File: config.mk
export PLATFORM = sky130hd
export DESIGN_NAME = fll_clock_synthesis_control
export DESIGN_NICKNAME = d
export VERILOG_FILES = /design/src/logic/fll_pkg.sv /design/src/logic/ref_prediv.sv /design/src/logic/out_divider.sv /design/src/logic/fll_clock_synthesis_control.sv
export VERILOG_INCLUDE_DIRS = /design/src /design/src/logic
export SDC_FILE = /design/constraint.sdc
export NUM_CORES = 1
export LEC_CHECK = 0
export ABC_CLOCK_PERIOD_IN_PS = 2470
export BUFFER_PORTS_ARGS = -buffer_cell sky130_fd_sc_hd__buf_2
export CORE_ASPECT_RATIO = 1.25
export CORE_MARGIN = 1.5
export CORE_UTILIZATION = 35
export CTS_BUF_LIST = sky130_fd_sc_hd__clkbuf_16
export CTS_CLUSTER_SIZE = 30
export DETAILED_ROUTE_END_ITERATION = 16
export SLEW_MARGIN = 20
export SYNTH_ARGS = -nofsm -noshare
export SYNTH_HDL_FRONTEND = slang
export SYNTH_HIERARCHICAL = 1
export SYNTH_SLANG_ARGS = --single-unit
File: constraint.sdc
create_clock -name clk -period 2.47 [get_ports clk]
set_clock_uncertainty 0.05 [all_clocks]
set_input_delay 0.741 -clock clk [delete_from_list [all_inputs] [get_ports clk]]
set_output_delay 0.741 -clock clk [all_outputs]
set_load 0.01 [all_outputs]
File: src/logic/fll_consts.svh
`ifndef FLL_CONSTS_SVH
`define FLL_CONSTS_SVH

// ----------------------------------------
// Register offsets
// ----------------------------------------
`define OFF_CTRL_ONE 8'h9B
`define OFF_DIV_CTRL 8'h9C
`define OFF_RATIO_CTRL 8'h9D
`define OFF_RSVD_CTRL 8'h9E
`define OFF_NUMER 8'hA0
`define OFF_DENOM 8'hA1
`define OFF_INTMUL 8'hA2
`define OFF_REF_SRC 8'hA3
`define OFF_STATUS 8'hA4

// ----------------------------------------
// Field positions
// ----------------------------------------
`define ENA_BIT 0
`define FRAC_BIT 2
`define RSV1_BIT 3
`define OUTDIV_LSB 3
`define OUTDIV_MSB 8
`define PREDIV_MSB 1
`define RSV3_LSB 4
`define RSV3_MSB 8
`define FRATIO_MSB 2
`define RSV4_MSB 3

// ----------------------------------------
// Reset values
// ----------------------------------------
`define RST_ENA 1'h0
`define RST_FRAC 1'h1
`define RST_RSV1 1'h1
`define RST_OUTDIV 6'h07
`define RST_PREDIV 2'h1
`define RST_RSV3 5'h18
`define RST_FRATIO 3'h0
`define RST_RSV4 4'h0
`define RST_NUMER 16'h0018
`define RST_DENOM 16'h007D
`define RST_INTMUL 10'h008
`define RST_REF_SRC 2'h0

`endif

File: src/logic/fll_pkg.sv
package fll_pkg;

  // Reference source codes; code 3 falls back to the oscillator
  typedef enum logic [1:0] {
    SRC_MASTER = 2'b00,
    SRC_BIT = 2'b01,
    SRC_OSC = 2'b10
  } ref_src_t;

  // Enable sequencing of the output clock
  typedef enum logic [1:0] {
    ST_OFF = 2'b00,
    ST_ARM = 2'b01,
    ST_RUN = 2'b10
  } run_state_t;

  // Register port request
  typedef struct packed {
    logic [7:0] addr;
    logic [15:0] wdata;
    logic wr;
    logic rd;
  } bus_req_t;

  // Settings handed to the analogue loop
  typedef struct packed {
    logic enable;
    logic fractional;
    logic [9:0] n;
    logic [15:0] theta;
    logic [15:0] lambda;
    logic [4:0] vco_mult;
  } loop_cfg_t;

  // VCO ratio code to multiplier; any code with bit 2 set gives 16
  function automatic logic [4:0] decode_vco_ratio(input logic [2:0] c);
    logic [4:0] m;
    m = 5'h10;
    case (c)
      3'h0: m = 5'h01;
      3'h1: m = 5'h02;
      3'h2: m = 5'h04;
      3'h3: m = 5'h08;
      default: m = 5'h10;
    endcase
    return m;
  endfunction : decode_vco_ratio

endpackage : fll_pkg

File: src/logic/ref_prediv.sv
`timescale 1ns/1ps

module ref_prediv (
  input wire logic clk, // System clock
  input wire logic reset, // Synchronous reset
  input wire logic run, // Loop enabled
  input wire logic ref_edge, // Rising edge of selected reference
  input wire logic [1:0] code, // Pre-divide code
  output logic tick // One pulse per divided period
);

  logic [1:0] cnt_reg;
  logic [1:0] last;

  // ----------------------------------------
  // Edge counter
  // ----------------------------------------
  // Reserved code 3 is served as divide by four
  always_comb begin
    case (code)
      2'h0: last = 2'h0;
      2'h1: last = 2'h1;
      default: last = 2'h3;
    endcase
  end

  // Counter clears while stopped so each start is phase aligned
  always_ff @(posedge clk) begin
    if (reset || !run) begin
      cnt_reg <= 2'h0;
      tick <= 1'b0;
    end else begin
      tick <= ref_edge && (cnt_reg >= last);
      if (ref_edge) begin
        cnt_reg <= (cnt_reg >= last) ? 2'h0 : cnt_reg + 2'h1;
      end
    end
  end

endmodule : ref_prediv

File: src/logic/out_divider.sv
`timescale 1ns/1ps

module out_divider #(
  parameter int W = 6 // Ratio code width
) (
  input wire logic clk, // System clock
  input wire logic reset, // Synchronous reset
  input wire logic run, // Output allowed
  input wire logic vco_tick, // One pulse per VCO period
  input wire logic [W-1:0] code, // Ratio code, ratio is code+1
  output logic clk_out // Divided output clock
);

  generate
    if (W < 2) begin : g_bad
      $error("out_divider needs W of at least 2");
    end
  endgenerate

  logic [W-1:0] cnt_reg;
  logic [W-1:0] cur_reg;
  logic [W-1:0] eff;
  logic [W:0] half;
  logic [W:0] cnt_inc;

  // ----------------------------------------
  // Period counter
  // ----------------------------------------
  // Reserved code 0 is served as ratio 2
  assign eff = (code == '0) ? W'(1) : code;
  assign half = ({1'b0, cur_reg} + (W+1)'(1)) >> 1;
  assign cnt_inc = {1'b0, cnt_reg} + (W+1)'(1);

  // Ratio is taken only at a period boundary, so a change never cuts a
  // pulse short; stopped state parks the counter at the wrap point
  always_ff @(posedge clk) begin
    if (reset || !run) begin
      cnt_reg <= eff;
      cur_reg <= eff;
      clk_out <= 1'b0;
    end else if (vco_tick) begin
      if (cnt_reg == cur_reg) begin
        cnt_reg <= '0;
        cur_reg <= eff;
        clk_out <= 1'b1;
      end else begin
        cnt_reg <= cnt_inc[W-1:0];
        clk_out <= (cnt_inc < half);
      end
    end
  end
endmodule : out_divider

File: src/logic/fll_clock_synthesis_control.sv
`timescale 1ns/1ps
`include "fll_consts.svh"

module fll_clock_synthesis_control #(
  parameter int OUT_W = 6, // Output ratio code width
  parameter int N_W = 10 // Integer multiplier width
) (
  input wire logic clk, // System clock, 25 MHz
  input wire logic reset, // Synchronous reset, active high
  input wire fll_pkg::bus_req_t bus, // Register port request
  input wire logic master_clk_in, // Master clock reference level
  input wire logic bit_clk_in, // Bit clock reference level
  input wire logic osc_clk_in, // Internal oscillator level
  input wire logic vco_tick, // One pulse per VCO period
  output logic [15:0] rdata, // Read data, cycle after strobe
  output fll_pkg::loop_cfg_t loop_cfg, // Settings to analogue loop
  output logic ref_tick, // Divided reference pulse
  output logic system_clock // Synthesised system clock
);
  import fll_pkg::*;

  generate
    if (OUT_W != 6 || N_W != 10) begin : g_bad
      $error("field widths are fixed by the register map");
    end
  endgenerate

  // ----------------------------------------
  // Register storage
  // ----------------------------------------
  logic ena_reg;
  logic frac_reg;
  logic [OUT_W-1:0] outdiv_reg;
  logic [1:0] prediv_reg;
  logic [2:0] fratio_reg;
  logic [15:0] numer_reg;
  logic [15:0] denom_reg;
  logic [N_W-1:0] intmul_reg;
  logic [1:0] refsrc_reg;
  run_state_t state_reg;
  run_state_t state_next;
  logic sel_level;
  logic sel_prev_reg;
  logic ref_edge;
  logic run_out;
  logic cfg_bad;
  logic [15:0] read_value;

  // Address match used by every register write process
  function automatic logic hit(input logic [7:0] a, input logic [7:0] off);
    return a == off;
  endfunction : hit

  // ----------------------------------------
  // Control one: enable and mode
  // ----------------------------------------
  // Enable and mode are live; the loop picks them up at once
  always_ff @(posedge clk) begin
    if (reset) begin
      ena_reg <= `RST_ENA;
      frac_reg <= `RST_FRAC;
    end else if (bus.wr && hit(bus.addr, `OFF_CTRL_ONE)) begin
      ena_reg <= bus.wdata[`ENA_BIT];
      frac_reg <= bus.wdata[`FRAC_BIT];
    end
  end

  // ----------------------------------------
  // Control two and three: dividers
  // ----------------------------------------
  // Dividers are not locked while running; software stops the loop
  // first, otherwise the loop sees a step in frequency
  always_ff @(posedge clk) begin
    if (reset) begin
      outdiv_reg <= `RST_OUTDIV;
      prediv_reg <= `RST_PREDIV;
    end else if (bus.wr && hit(bus.addr, `OFF_DIV_CTRL)) begin
      outdiv_reg <= bus.wdata[`OUTDIV_MSB:`OUTDIV_LSB];
      prediv_reg <= bus.wdata[`PREDIV_MSB:0];
    end
  end

  // VCO ratio code
  always_ff @(posedge clk) begin
    if (reset) begin
      fratio_reg <= `RST_FRATIO;
    end else if (bus.wr && hit(bus.addr, `OFF_RATIO_CTRL)) begin
      fratio_reg <= bus.wdata[`FRATIO_MSB:0];
    end
  end

  // ----------------------------------------
  // Multiplier fields
  // ----------------------------------------
  // Plain unsigned values, stored as written
  always_ff @(posedge clk) begin
    if (reset) begin
      numer_reg <= `RST_NUMER;
      denom_reg <= `RST_DENOM;
      intmul_reg <= `RST_INTMUL;
    end else if (bus.wr) begin
      if (hit(bus.addr, `OFF_NUMER)) begin
        numer_reg <= bus.wdata;
      end
      if (hit(bus.addr, `OFF_DENOM)) begin
        denom_reg <= bus.wdata;
      end
      if (hit(bus.addr, `OFF_INTMUL)) begin
        intmul_reg <= bus.wdata[N_W-1:0];
      end
    end
  end

  // ----------------------------------------
  // Reference selection
  // ----------------------------------------
  // Source code write
  always_ff @(posedge clk) begin
    if (reset) begin
      refsrc_reg <= `RST_REF_SRC;
    end else if (bus.wr && hit(bus.addr, `OFF_REF_SRC)) begin
      refsrc_reg <= bus.wdata[1:0];
    end
  end

  // Source mux; unused code 3 selects the oscillator
  always_comb begin
    case (refsrc_reg)
      SRC_MASTER: sel_level = master_clk_in;
      SRC_BIT: sel_level = bit_clk_in;
      default: sel_level = osc_clk_in;
    endcase
  end

  // Switching source while enabled may give one stray edge; that is
  // why the loop is to be reset around a reference change
  always_ff @(posedge clk) begin
    if (reset) begin
      sel_prev_reg <= 1'b0;
    end else begin
      sel_prev_reg <= sel_level;
    end
  end

  assign ref_edge = sel_level && !sel_prev_reg;

  // Reference pre-divider
  ref_prediv u_prediv (
    .clk(clk),
    .reset(reset),
    .run(ena_reg),
    .ref_edge(ref_edge),
    .code(prediv_reg),
    .tick(ref_tick)
  );

  // ----------------------------------------
  // Enable sequencing
  // ----------------------------------------
  // The output divider starts on the first divided reference tick,
  // so the loop has a reference before any clock edge leaves
  always_comb begin
    state_next = state_reg;
    case (state_reg)
      ST_OFF: begin
        if (ena_reg) begin
          state_next = ST_ARM;
        end
      end
      ST_ARM: begin
        if (!ena_reg) begin
          state_next = ST_OFF;
        end else if (ref_tick) begin
          state_next = ST_RUN;
        end
      end
      ST_RUN: begin
        if (!ena_reg) begin
          state_next = ST_OFF;
        end
      end
      default: state_next = ST_OFF;
    endcase
  end

  // State register
  always_ff @(posedge clk) begin
    if (reset) begin
      state_reg <= ST_OFF;
    end else begin
      state_reg <= state_next;
    end
  end

  assign run_out = (state_reg == ST_RUN);

  // Output divider
  out_divider #(
    .W(OUT_W)
  ) u_outdiv (
    .clk(clk),
    .reset(reset),
    .run(run_out),
    .vco_tick(vco_tick),
    .code(outdiv_reg),
    .clk_out(system_clock)
  );

  // ----------------------------------------
  // Settings to the analogue loop
  // ----------------------------------------
  // In integer mode the numerator is forced to zero so that K drops
  // out; the denominator still goes over and must stay non-zero
  always_ff @(posedge clk) begin
    if (reset) begin
      loop_cfg <= '0;
    end else begin
      loop_cfg.enable <= ena_reg;
      loop_cfg.fractional <= frac_reg;
      loop_cfg.n <= intmul_reg;
      loop_cfg.theta <= frac_reg ? numer_reg : 16'h0000;
      loop_cfg.lambda <= denom_reg;
      loop_cfg.vco_mult <= decode_vco_ratio(fratio_reg);
    end
  end

  // Settings the loop cannot use; shown to software only
  assign cfg_bad = (denom_reg == 16'h0000) ||
                   (frac_reg && (numer_reg >= denom_reg));

  // ----------------------------------------
  // Read port
  // ----------------------------------------
  // Reserved fields read back at their fixed values
  always_comb begin
    read_value = 16'h0000;
    case (bus.addr)
      `OFF_CTRL_ONE: begin
        read_value[`ENA_BIT] = ena_reg;
        read_value[`FRAC_BIT] = frac_reg;
        read_value[`RSV1_BIT] = `RST_RSV1;
      end
      `OFF_DIV_CTRL: begin
        read_value[`OUTDIV_MSB:`OUTDIV_LSB] = outdiv_reg;
        read_value[`PREDIV_MSB:0] = prediv_reg;
      end
      `OFF_RATIO_CTRL: begin
        read_value[`RSV3_MSB:`RSV3_LSB] = `RST_RSV3;
        read_value[`FRATIO_MSB:0] = fratio_reg;
      end
      `OFF_RSVD_CTRL: read_value[`RSV4_MSB:0] = `RST_RSV4;
      `OFF_NUMER: read_value = numer_reg;
      `OFF_DENOM: read_value = denom_reg;
      `OFF_INTMUL: read_value[N_W-1:0] = intmul_reg;
      `OFF_REF_SRC: read_value[1:0] = refsrc_reg;
      `OFF_STATUS: begin
        read_value[0] = run_out;
        read_value[1] = (state_reg == ST_ARM);
        read_value[2] = cfg_bad;
      end
      default: read_value = 16'h0000;
    endcase
  end

  // Data stand for one cycle only; unmapped addresses read zero
  always_ff @(posedge clk) begin
    if (reset) begin
      rdata <= 16'h0000;
    end else begin
      rdata <= bus.rd ? read_value : 16'h0000;
    end
  end
endmodule : fll_clock_synthesis_control

==> results of run 1 <==
-- cell usage after synthesis, drive strengths merged, types with 3 or more instances --
master and n:
dfxtp 129, nand2 107, a21oi 57, nor2 39, nand3 26, ha 25
inv 23, clkbuf 21, nor2b 20, a22oi 19, and2 18, buf 16
edfxtp 12, nand3b 9, o21ai 9, xnor2 8, a211o 7, nand4 7
and3 6, nand2b 6, xor2 6, a221oi 5, mux2i 5, nor3 5
nor4 5, nor4b 5, o21a 5, a21o 3, a31oi 3, or2 3
-- how the worst min path moves through the flow --
stage | from | slack, ns | to
floorplan | state_reg[1] | 0.37 | state_reg[0]
global placement | state_reg[1] | 0.39 | state_reg[0]
detailed placement | state_reg[1] | 0.39 | state_reg[0]
CTS | state_reg[1] | 0.40 | state_reg[0]
global route | state_reg[1] | 0.44 | state_reg[0]
finish | state_reg[1] | 0.41 | state_reg[0]
-- routing by layer --
metal  wire (microns)  vias to the layer above  GRT usage [%]
met4              376                        0          7.976
met2             7800                      120          30.91
met5                0                        -              0
met1             7082                     2287          22.47
li1                 -                     2445              -
met3              625                       29          4.396
-- critical path, stage by stage, from the launching register on --
cell and delay, ns:
dfxtp_1 0.37, inv_1 0.06, ha_1 0.28, nand2b_1 0.15, a2111oi_1 0.48, o41ai_1 0.14
o311ai_1 0.37, a31oi_1 0.18
-- layout by cell type, fill, tap and decap left out, drive strengths merged, types with 7 or more instances in the layout --
cell type	n
nor2	39
inv	26
nor2b	20
nand3b	9
clkbuf	18
nand3	26
and2	18
edfxtp	12
dfxtp	129
nand2	107
a22oi	19
o21ai	9
xnor2	8
ha	25
a21oi	57
buf	122
a211o	7
nand4	7
-- through the flow --
step                      area, sq um  setup slack, ns  cells
after detailed placement         6774          0.03729    947
final                            7352           0.2318    979
after global placement           6774         -0.02394    947
after floorplan                  5988           0.2577    642
after CTS                        7351          0.02592    979
after global routing             7352          0.06576    979
-- cell type report --
type,instances,area (sq um)
clock buffer,18,450.4
fill,1665,9425
tap,220,275.3
clock inverter,14,126.4
sequential,141,2943
inverter,23,86.33
multi-input combinational,441,2775
timing repair buffer,122,695.7
-- kinds of logic (layout without fill, tap and decap cells) --
logic type / Yosys count / after routing / synth area share [%]
and+or+nand+nor: 271 / 271 / 24.45
DFF: 141 / 141 / 49.14
AOI/OAI and AO/OA: 124 / 124 / 13.27
buffers and inverters: 60 / 177 / 4.534
adders and majority gates: 25 / 25 / 5.224
xor gates and xnor gates: 14 / 14 / 2.173
muxes: 7 / 7 / 1.212
-- power by group --
part | total (W) | leakage [nW] | internal [W] | switching, W
clock network | 0.00247 | 0.287 | 0.00152 | 0.000949
registers | 0.00232 | 1.17 | 0.00232 | 0.00000496
logic | 0.000176 | 1.64 | 0.0000614 | 0.000114
total | 0.00497 | 3.09 | 0.00390 | 0.00107
==> results.py, run 1 <==
metrics = {
    "status": {
        "status": "completed",
    },
    "synthesis": {
        "synth-seq-cells": 141,
        "syn_inst": 642,
        "synth_ff_type": "dfxtp_1",
        "yosysTopAreaCell": "dfxtp_1",
        "synth_edf_count": 12,
        "syn_nets": 699,
        "syn_avg_cell_area_sq_um": 9.327,
        "synth_area_leaders": "dfxtp_1, nand2_1, edfxtp_1",
        "synth_cell_type_count": 71,
        "ys_seq_area_share_pct": 49.14,
        "synth_top_area_share_pct": 43.13,
        "yosys_warnings": 6,
        "async_flop_share_pct": 0,
        "syn_area_sq_um": 5988,
    },
    "floorplan": {
        "start_util_pct": 35.69,
        "ioPinCount": 99,
        "row_count": 53,
        "core_sq_um": 16780,
        "fp.dieArea_sq_um": 17910,
        "die_h_microns": 149.2,
        "die_w_microns": 120.0,
    },
    "drt": {
        "first_pass_iters": 4,
        "routed_wl_microns": 15890,
        "drt-wirelength-per-cell_microns": 16.23,
        "route.detailed.drc": 0,
        "ant_nets": 0,
        "vias_per_cell": 4.986,
        "vias": 4881,
        "drtIter0Drc": 261,
    },
    "grt": {
        "grt_pass1_vias": 4889,
        "antenna_found_initial": 0,
        "grt_max_degree": 54,
        "grt_pass1_wl_microns": 25400,
        "overflow": 0,
        "grt_usage_pct": 18.42,
    },
    "sta": {
        "finalCritPeriodShare_pct": 90.62,
        "setup-violations-final": 0,
        "rsz0062_at_grt": "no",
        "finalCriticalPeriod_ns": 2.238,
        "max-slew-margin-rel_pct": 62.07,
        "holdWs_ns": 0.4052,
        "fmax_ghz": 0.4468,
        "finalHoldViolCount": 0,
        "setup_tns_ns": 0,
        "tightest_slew_ns": 0.5689,
        "maxSlewViolCount": 0,
    },
    "clocking": {
        "cts.sink_count": 141,
        "insertion_delay_ns": 0.42,
        "cts_resized": 0,
        "cts.clk_slew.worst_paths_ns": 0.06,
        "h-tree-depth": 4,
        "cts_buffer_depth": 2,
        "hold_buffers": 0,
        "cts_root_buffer": "clkbuf_16",
        "cts_tree": "done",
        "post_cts_buffers": 0,
        "cts_buffers": 17,
    },
    "worst_setup_path": {
        "setup.worst_path.class": "reg -> reg",
        "cp.arrival_ns": 2.46,
        "rr_worst_depth": 7,
        "critPathLaunchType": "register",
        "startpoint": "numer_reg[0]",
        "setup.worst_path.end": "rdata[2]",
        "timing.rr.start": "numer_reg[0]",
        "cp-end-kind": "register",
        "r2r_slack_ns": 0.23,
        "cp.required_ns": 2.69,
        "path_max_fanout": 4,
        "reg2reg_to": "rdata[2]",
    },
    "cells_and_area": {
        "top_register": "loop_cfg",
        "final_util_pct": 43.82,
        "nets": 803,
        "syn_to_final_growth_pct": 22.77,
        "largest_reg_flops": 49,
        "diodes": 0,
        "drive_gt1_share_pct": 22.79,
    },
    "worst_hold_path": {
        "worstHoldPathType": "reg -> reg",
        "holdPathStages": 1,
    },
    "placed_design": {
        "place_hpwl_microns": 11740,
        "io_buffers": 98,
        "gp_congestion": 0.9044,
    },
    "power_and_ir_drop": {
        "powerDensity_nw_per_um2": 675.6,
        "total_power_w": 0.004967,
        "peakVddDrop_uv": 388.1,
        "p_leak_nw": 3.088,
    },
    "flow_run": {
        "maxCapViolCount": 0,
    },
}
(Power assumes the default switching activity.)
==> run 2: changes to the inputs <==
CORE_ASPECT_RATIO = 1.5   (was 1.25)
==> results.py, run 2 (same netlist as run 1, synthesis figures left out) <==
metrics = {
    "worst_hold_path": {
        "worstHoldPathType": "reg -> reg",
    },
    "grt": {
        "grt_max_degree": 54,
        "overflow": 0,
        "grt_pass1_vias": 5030,
        "grt_pass1_wl_microns": 25650,
        "antenna_found_initial": 0,
        "use_met1_pct": 20.83,
        "grtUsageMet3_pct": 4.389,
        "grt_usage_pct": 18.94,
        "grt_use_met2_pct": 33.54,
        "grt-busiest-layer": "met2",
    },
    "floorplan": {
        "die_w_microns": 109.8,
        "start_util_pct": 35.72,
        "ioPinCount": 99,
        "core_sq_um": 16760,
        "row_count": 58,
        "die_h_microns": 163.2,
        "fp.dieArea_sq_um": 17920,
    },
    "worst_setup_path": {
        "setup.worst_path.class": "reg -> reg",
        "critPathLaunchType": "register",
        "cp.required_ns": 2.69,
        "cp-end-kind": "register",
        "path_max_fanout": 4,
        "cp.arrival_ns": 2.48,
    },
    "cells_and_area": {
        "syn_to_final_growth_pct": 22.67,
        "largest_reg_flops": 49,
        "final_common_cell": "dfxtp_1",
        "diodes": 0,
        "nets": 809,
        "final_cell_mix": "dfxtp_1, nand2_1, buf_2",
        "final_cell_count_no_fill": 975,
        "final_util_pct": 43.82,
        "top_register": "loop_cfg",
        "drive_gt1_share_pct": 23.40,
    },
    "clocking": {
        "cts_tree": "done",
        "h-tree-depth": 4,
        "cts.clk_slew.worst_paths_ns": 0.06,
        "cts_root_buffer": "clkbuf_16",
        "post_cts_buffers": 0,
        "cts_buffers": 17,
        "cts_buffer_depth": 2,
        "cts.sink_count": 141,
        "insertion_delay_ns": 0.42,
    },
    "drt": {
        "route.detailed.drc": 0,
        "ant_nets": 0,
        "vias": 4935,
        "drt-wirelength-per-cell_microns": 16.42,
        "vias_per_cell": 5.062,
        "first_pass_iters": 5,
        "drtIter0Drc": 257,
        "routed_wl_microns": 16010,
    },
    "sta": {
        "rsz0062_at_grt": "no",
        "maxSlewViolCount": 0,
        "finalCritPeriodShare_pct": 91.56,
        "tightest_slew_ns": 0.5899,
        "finalCriticalPeriod_ns": 2.262,
        "fmax_ghz": 0.4422,
        "setup-violations-final": 0,
        "max-slew-margin-rel_pct": 60.31,
        "finalHoldViolCount": 0,
    },
    "placed_design": {
        "io_buffers": 98,
        "dp_cells": 943,
        "gp_congestion": 0.8984,
        "place_hpwl_microns": 12090,
    },
    "flow_run": {
        "maxCapViolCount": 0,
    },
    "status": {
        "status": "completed",
    },
    "power_and_ir_drop": {
        "peakVddDrop_uv": 429.9,
        "powerDensity_nw_per_um2": 652.1,
        "p_leak_nw": 3.098,
    },
}
==> run 2: cell count changes in the layout (fill, tap and decap cells not counted), sizes merged <==
cell and change:
bufinv -2, clkinvlp -3, clkbuf -1, clkinv +3
buf +6, inv +3
==> run 2: critical path, stage by stage, from the launching register on <==
cell	delay [ns]
dfxtp_1	0.38
inv_1	0.06
ha_1	0.28
nand2b_1	0.14
a2111oi_1	0.53
o41ai_1	0.18
o311ai_1	0.35
a31oi_1	0.16
==> run 2: metal layers <==
layer / wire (microns) / vias up
met5: 0 / -
met4: 445 / 0
met3: 689 / 27
met2: 8551 / 134
met1: 6325 / 2323
li1: - / 2451
==> run 2: final cells by class <==
| class | count | area [sq um] |
|---|---|---|
| Fill cell | 1653 | 9418 |
| Inverter | 23 | 86.33 |
| Clock inverter | 15 | 112.6 |
| Tap cell | 210 | 262.8 |
| Clock buffer | 17 | 425.4 |
| Multi-Input combinational cell | 441 | 2775 |
| Timing Repair Buffer | 128 | 740.7 |
| Sequential cell | 141 | 2943 |
==> run 2: power by group <==
part	switching [W]	total (W)	leakage, nW	internal, W
combinational	0.000113	0.000178	1.67	0.0000648
clock	0.000998	0.00229	0.266	0.00129
sequential	0.00000517	0.00232	1.17	0.00231
==> run 2: metrics by stage <==
stage	setup TNS, ns	power (W)	setup slack [ns]	instance area [sq um]	hold slack (ns)
2_1_floorplan	0	0.002457	0.2577	5988	0.3720
6_report	0	0.004790	0.2084	7346	0.3963
3_5_place_dp	-0.08859	0.002549	-0.08859	6807	0.3889
4_1_cts	0	0.004848	0.01900	7346	0.4018
3_3_place_gp	-0.2019	0.002548	-0.2019	6807	0.3846
5_1_grt	0	0.004969	0.05803	7346	0.4120
==> run 2: worst paths after layout <==
path | startpoint | end | slack, ns | depth (start not counted)
worst max-delay path | numer_reg[0] | rdata[2] | 0.21 | 7
worst min-delay path | state_reg[1] | state_reg[0] | 0.40 | 1
worst max register to register | numer_reg[0] | rdata[2] | 0.21 | 7
worst min register to register | state_reg[1] | state_reg[0] | 0.40 | 1
==> run 2: what timing repair did <==
| action | CTS | global route |
|---|---|---|
| setup endpoints to repair | 1 | 1 |
| hold endpoints to repair | 0 | 0 |
| gates resized for setup | 1 | 1 |
| hold buffers | 0 | 0 |
==> run 3: changes to the inputs <==
SYNTH_HIERARCHICAL = default   (was 1)
==> results.py, run 3 <==
metrics = {
    "status": {
        "status": "completed",
    },
    "worst_setup_path": {
        "path_delay_family": "compound AO/OA/AOI/OAI gates",
        "cp.arrival_ns": 2.56,
        "r2r_slack_ns": 0.15,
        "cp-end-kind": "register",
        "critPathLaunchType": "register",
        "setup.worst_path.class": "reg -> reg",
        "crit_path_max_incr_delay_ns": 0.58,
        "crit_chain": "ha_1, nand2b_1, a2111oi_1, a2111oi_2, o41ai_1, a21o_1, a211oi_2",
        "slowest_stage": "a2111oi_1",
        "path_buf_inv": 0,
        "path_max_fanout": 5,
        "cp.required_ns": 2.71,
    },
    "cells_and_area": {
        "multi_input_area_sq_um": 2671,
        "drive_gt1_share_pct": 22.39,
        "nFillCells": 1585,
        "diodes": 0,
        "syn_to_final_growth_pct": 22.83,
        "regArea_sq_um": 2943,
        "largest_reg_flops": 49,
        "nets": 790,
        "final_common_cell": "dfxtp_1",
        "final_cell_count_no_fill": 952,
        "top_register": "loop_cfg",
        "final_cell_mix": "dfxtp_1, buf_2, nand2_1",
    },
    "sta": {
        "finalCriticalPeriod_ns": 2.321,
        "tightest_slew_ns": 0.7148,
        "maxSlewViolCount": 0,
        "max-slew-margin-rel_pct": 52.13,
        "setup_tns_ns": 0,
        "finalCritPeriodShare_pct": 93.95,
        "finalHoldViolCount": 0,
        "setup-violations-final": 0,
        "fmax_ghz": 0.4309,
        "setup_ws_ns": 0.1493,
    },
    "drt": {
        "first_pass_iters": 5,
        "route.detailed.drc": 0,
        "drtIter0Drc": 363,
        "drt-wirelength-per-cell_microns": 16.99,
        "routed_wl_microns": 16170,
        "vias": 4868,
        "vias_per_cell": 5.113,
        "ant_nets": 0,
    },
    "clocking": {
        "cts_buffer_depth": 2,
        "cts_root_buffer": "clkbuf_16",
        "h-tree-depth": 4,
        "cts_tree": "done",
        "post_cts_buffers": 0,
        "insertion_delay_ns": 0.42,
        "cts_buffers": 17,
        "cts.sink_count": 141,
        "cts.clk_slew.worst_paths_ns": 0.06,
    },
    "floorplan": {
        "die_w_microns": 108.7,
        "fp.dieArea_sq_um": 17560,
        "start_util_pct": 35.91,
        "die_h_microns": 161.5,
        "row_count": 57,
        "core_sq_um": 16330,
        "ioPinCount": 99,
    },
    "synthesis": {
        "synth_commonest_cells": "dfxtp_1, nand2_1, a21oi_1",
        "synth_area_leaders": "dfxtp_1, edfxtp_1, nand2_1",
        "synth_top_area_share_pct": 44.04,
        "syn_inst": 626,
        "yosysMostFrequentCell": "dfxtp_1",
        "ys_seq_area_share_pct": 50.18,
        "yosys_warnings": 0,
        "synth_cell_type_count": 58,
        "syn_nets": 683,
        "syn_avg_cell_area_sq_um": 9.368,
        "async_flop_share_pct": 0,
        "yosysTopAreaCell": "dfxtp_1",
        "synth_edf_count": 12,
        "synth_ff_type": "dfxtp_1",
        "syn_area_sq_um": 5864,
        "synth-seq-cells": 141,
    },
    "power_and_ir_drop": {
        "peakVddDrop_uv": 394.9,
        "p_leak_nw": 3.175,
        "powerDensity_nw_per_um2": 683.7,
    },
    "grt": {
        "antenna_found_initial": 0,
        "grt_pass1_wl_microns": 25460,
        "grt_pass1_vias": 5010,
        "grt_usage_pct": 19.18,
        "overflow": 0,
        "grt_max_degree": 54,
    },
    "placed_design": {
        "io_buffers": 98,
        "dp_slack_ns": 0.09910,
        "dp_cells": 920,
        "place_hpwl_microns": 11890,
        "gp_congestion": 0.8655,
    },
    "flow_run": {
        "maxCapViolCount": 0,
    },
    "worst_hold_path": {
        "worstHoldPathType": "reg -> reg",
    },
}
## run 3: changes by cell type after synthesis, sizes merged, moves of 5 or more
cell    delta
a21oi      -5
a22oi     -15
and3       +7
mux2i     +22
nand2     -18
nand2b     +5
nand3      -5
nor2      +10
o21a       -5
o22ai      +7
## run 3: timing repair
item                                    4_1_cts  5_1_grt
endpoints found under the setup margin        0        1
hold buffers                                  0        0
gates resized for setup                       0        2
## run 3: metal layers
| layer | global-route usage (%) | wire, microns | vias to the layer above |
|---|---|---|---|
| met4 | 11.84 | 704 | 0 |
| met1 | 20.42 | 6309 | 2294 |
| met2 | 33.88 | 8543 | 155 |
| met3 | 3.995 | 616 | 51 |
| met5 | 0 | 0 | - |
| li1 | - | - | 2368 |
## run 3: area by class of cell
type | count | share of cell area [%]
inverter | 23 | 1.199
tap | 206 | 3.578
timing repair buffer | 123 | 9.415
clock inverter | 14 | 1.615
clock buffer | 18 | 6.253
multi-input combinational | 427 | 37.09
sequential | 141 | 40.85
## run 3: cell families after synthesis
group	count (synthesis)	synth area share, %
multiplexers	30	5.377
adder cells (fa/ha/maj)	25	5.334
AO/OA/AOI/OAI	100	10.56
XOR/XNOR	14	2.091
AND/OR/NAND/NOR	258	22.04
flip-flops	141	50.18
buffers and inverters	58	4.416
## run 3: final timing paths
kind / startpoint / to / cells after the start
worst max-delay path: denom_reg[0] / rdata[2] / 7
worst min-delay path: state_reg[1] / state_reg[0] / 1
worst max register to register: denom_reg[0] / rdata[2] / 7
worst min register to register: state_reg[1] / state_reg[0] / 1
## run 3: per-stage QoR
stage               utilization (%)  hold WS (ns)  total power [W]  instance area [sq um]
floorplan                         -        0.3667         0.002457                   5864
global placement              40.58        0.3792         0.002541                   6628
detailed placement            40.60        0.3957         0.002544                   6630
CTS                           44.07        0.4078         0.004967                   7197
global route                  44.10        0.4360         0.005104                   7203
finish                        44.10        0.4025         0.004925                   7203
## run 3: power breakdown
group          total [W]  leakage (nW)  switching (W)  internal, W
clock network    0.00243         0.271       0.000990      0.00144
logic           0.000177          1.74       0.000113    0.0000637
registers        0.00232          1.17     0.00000484      0.00231
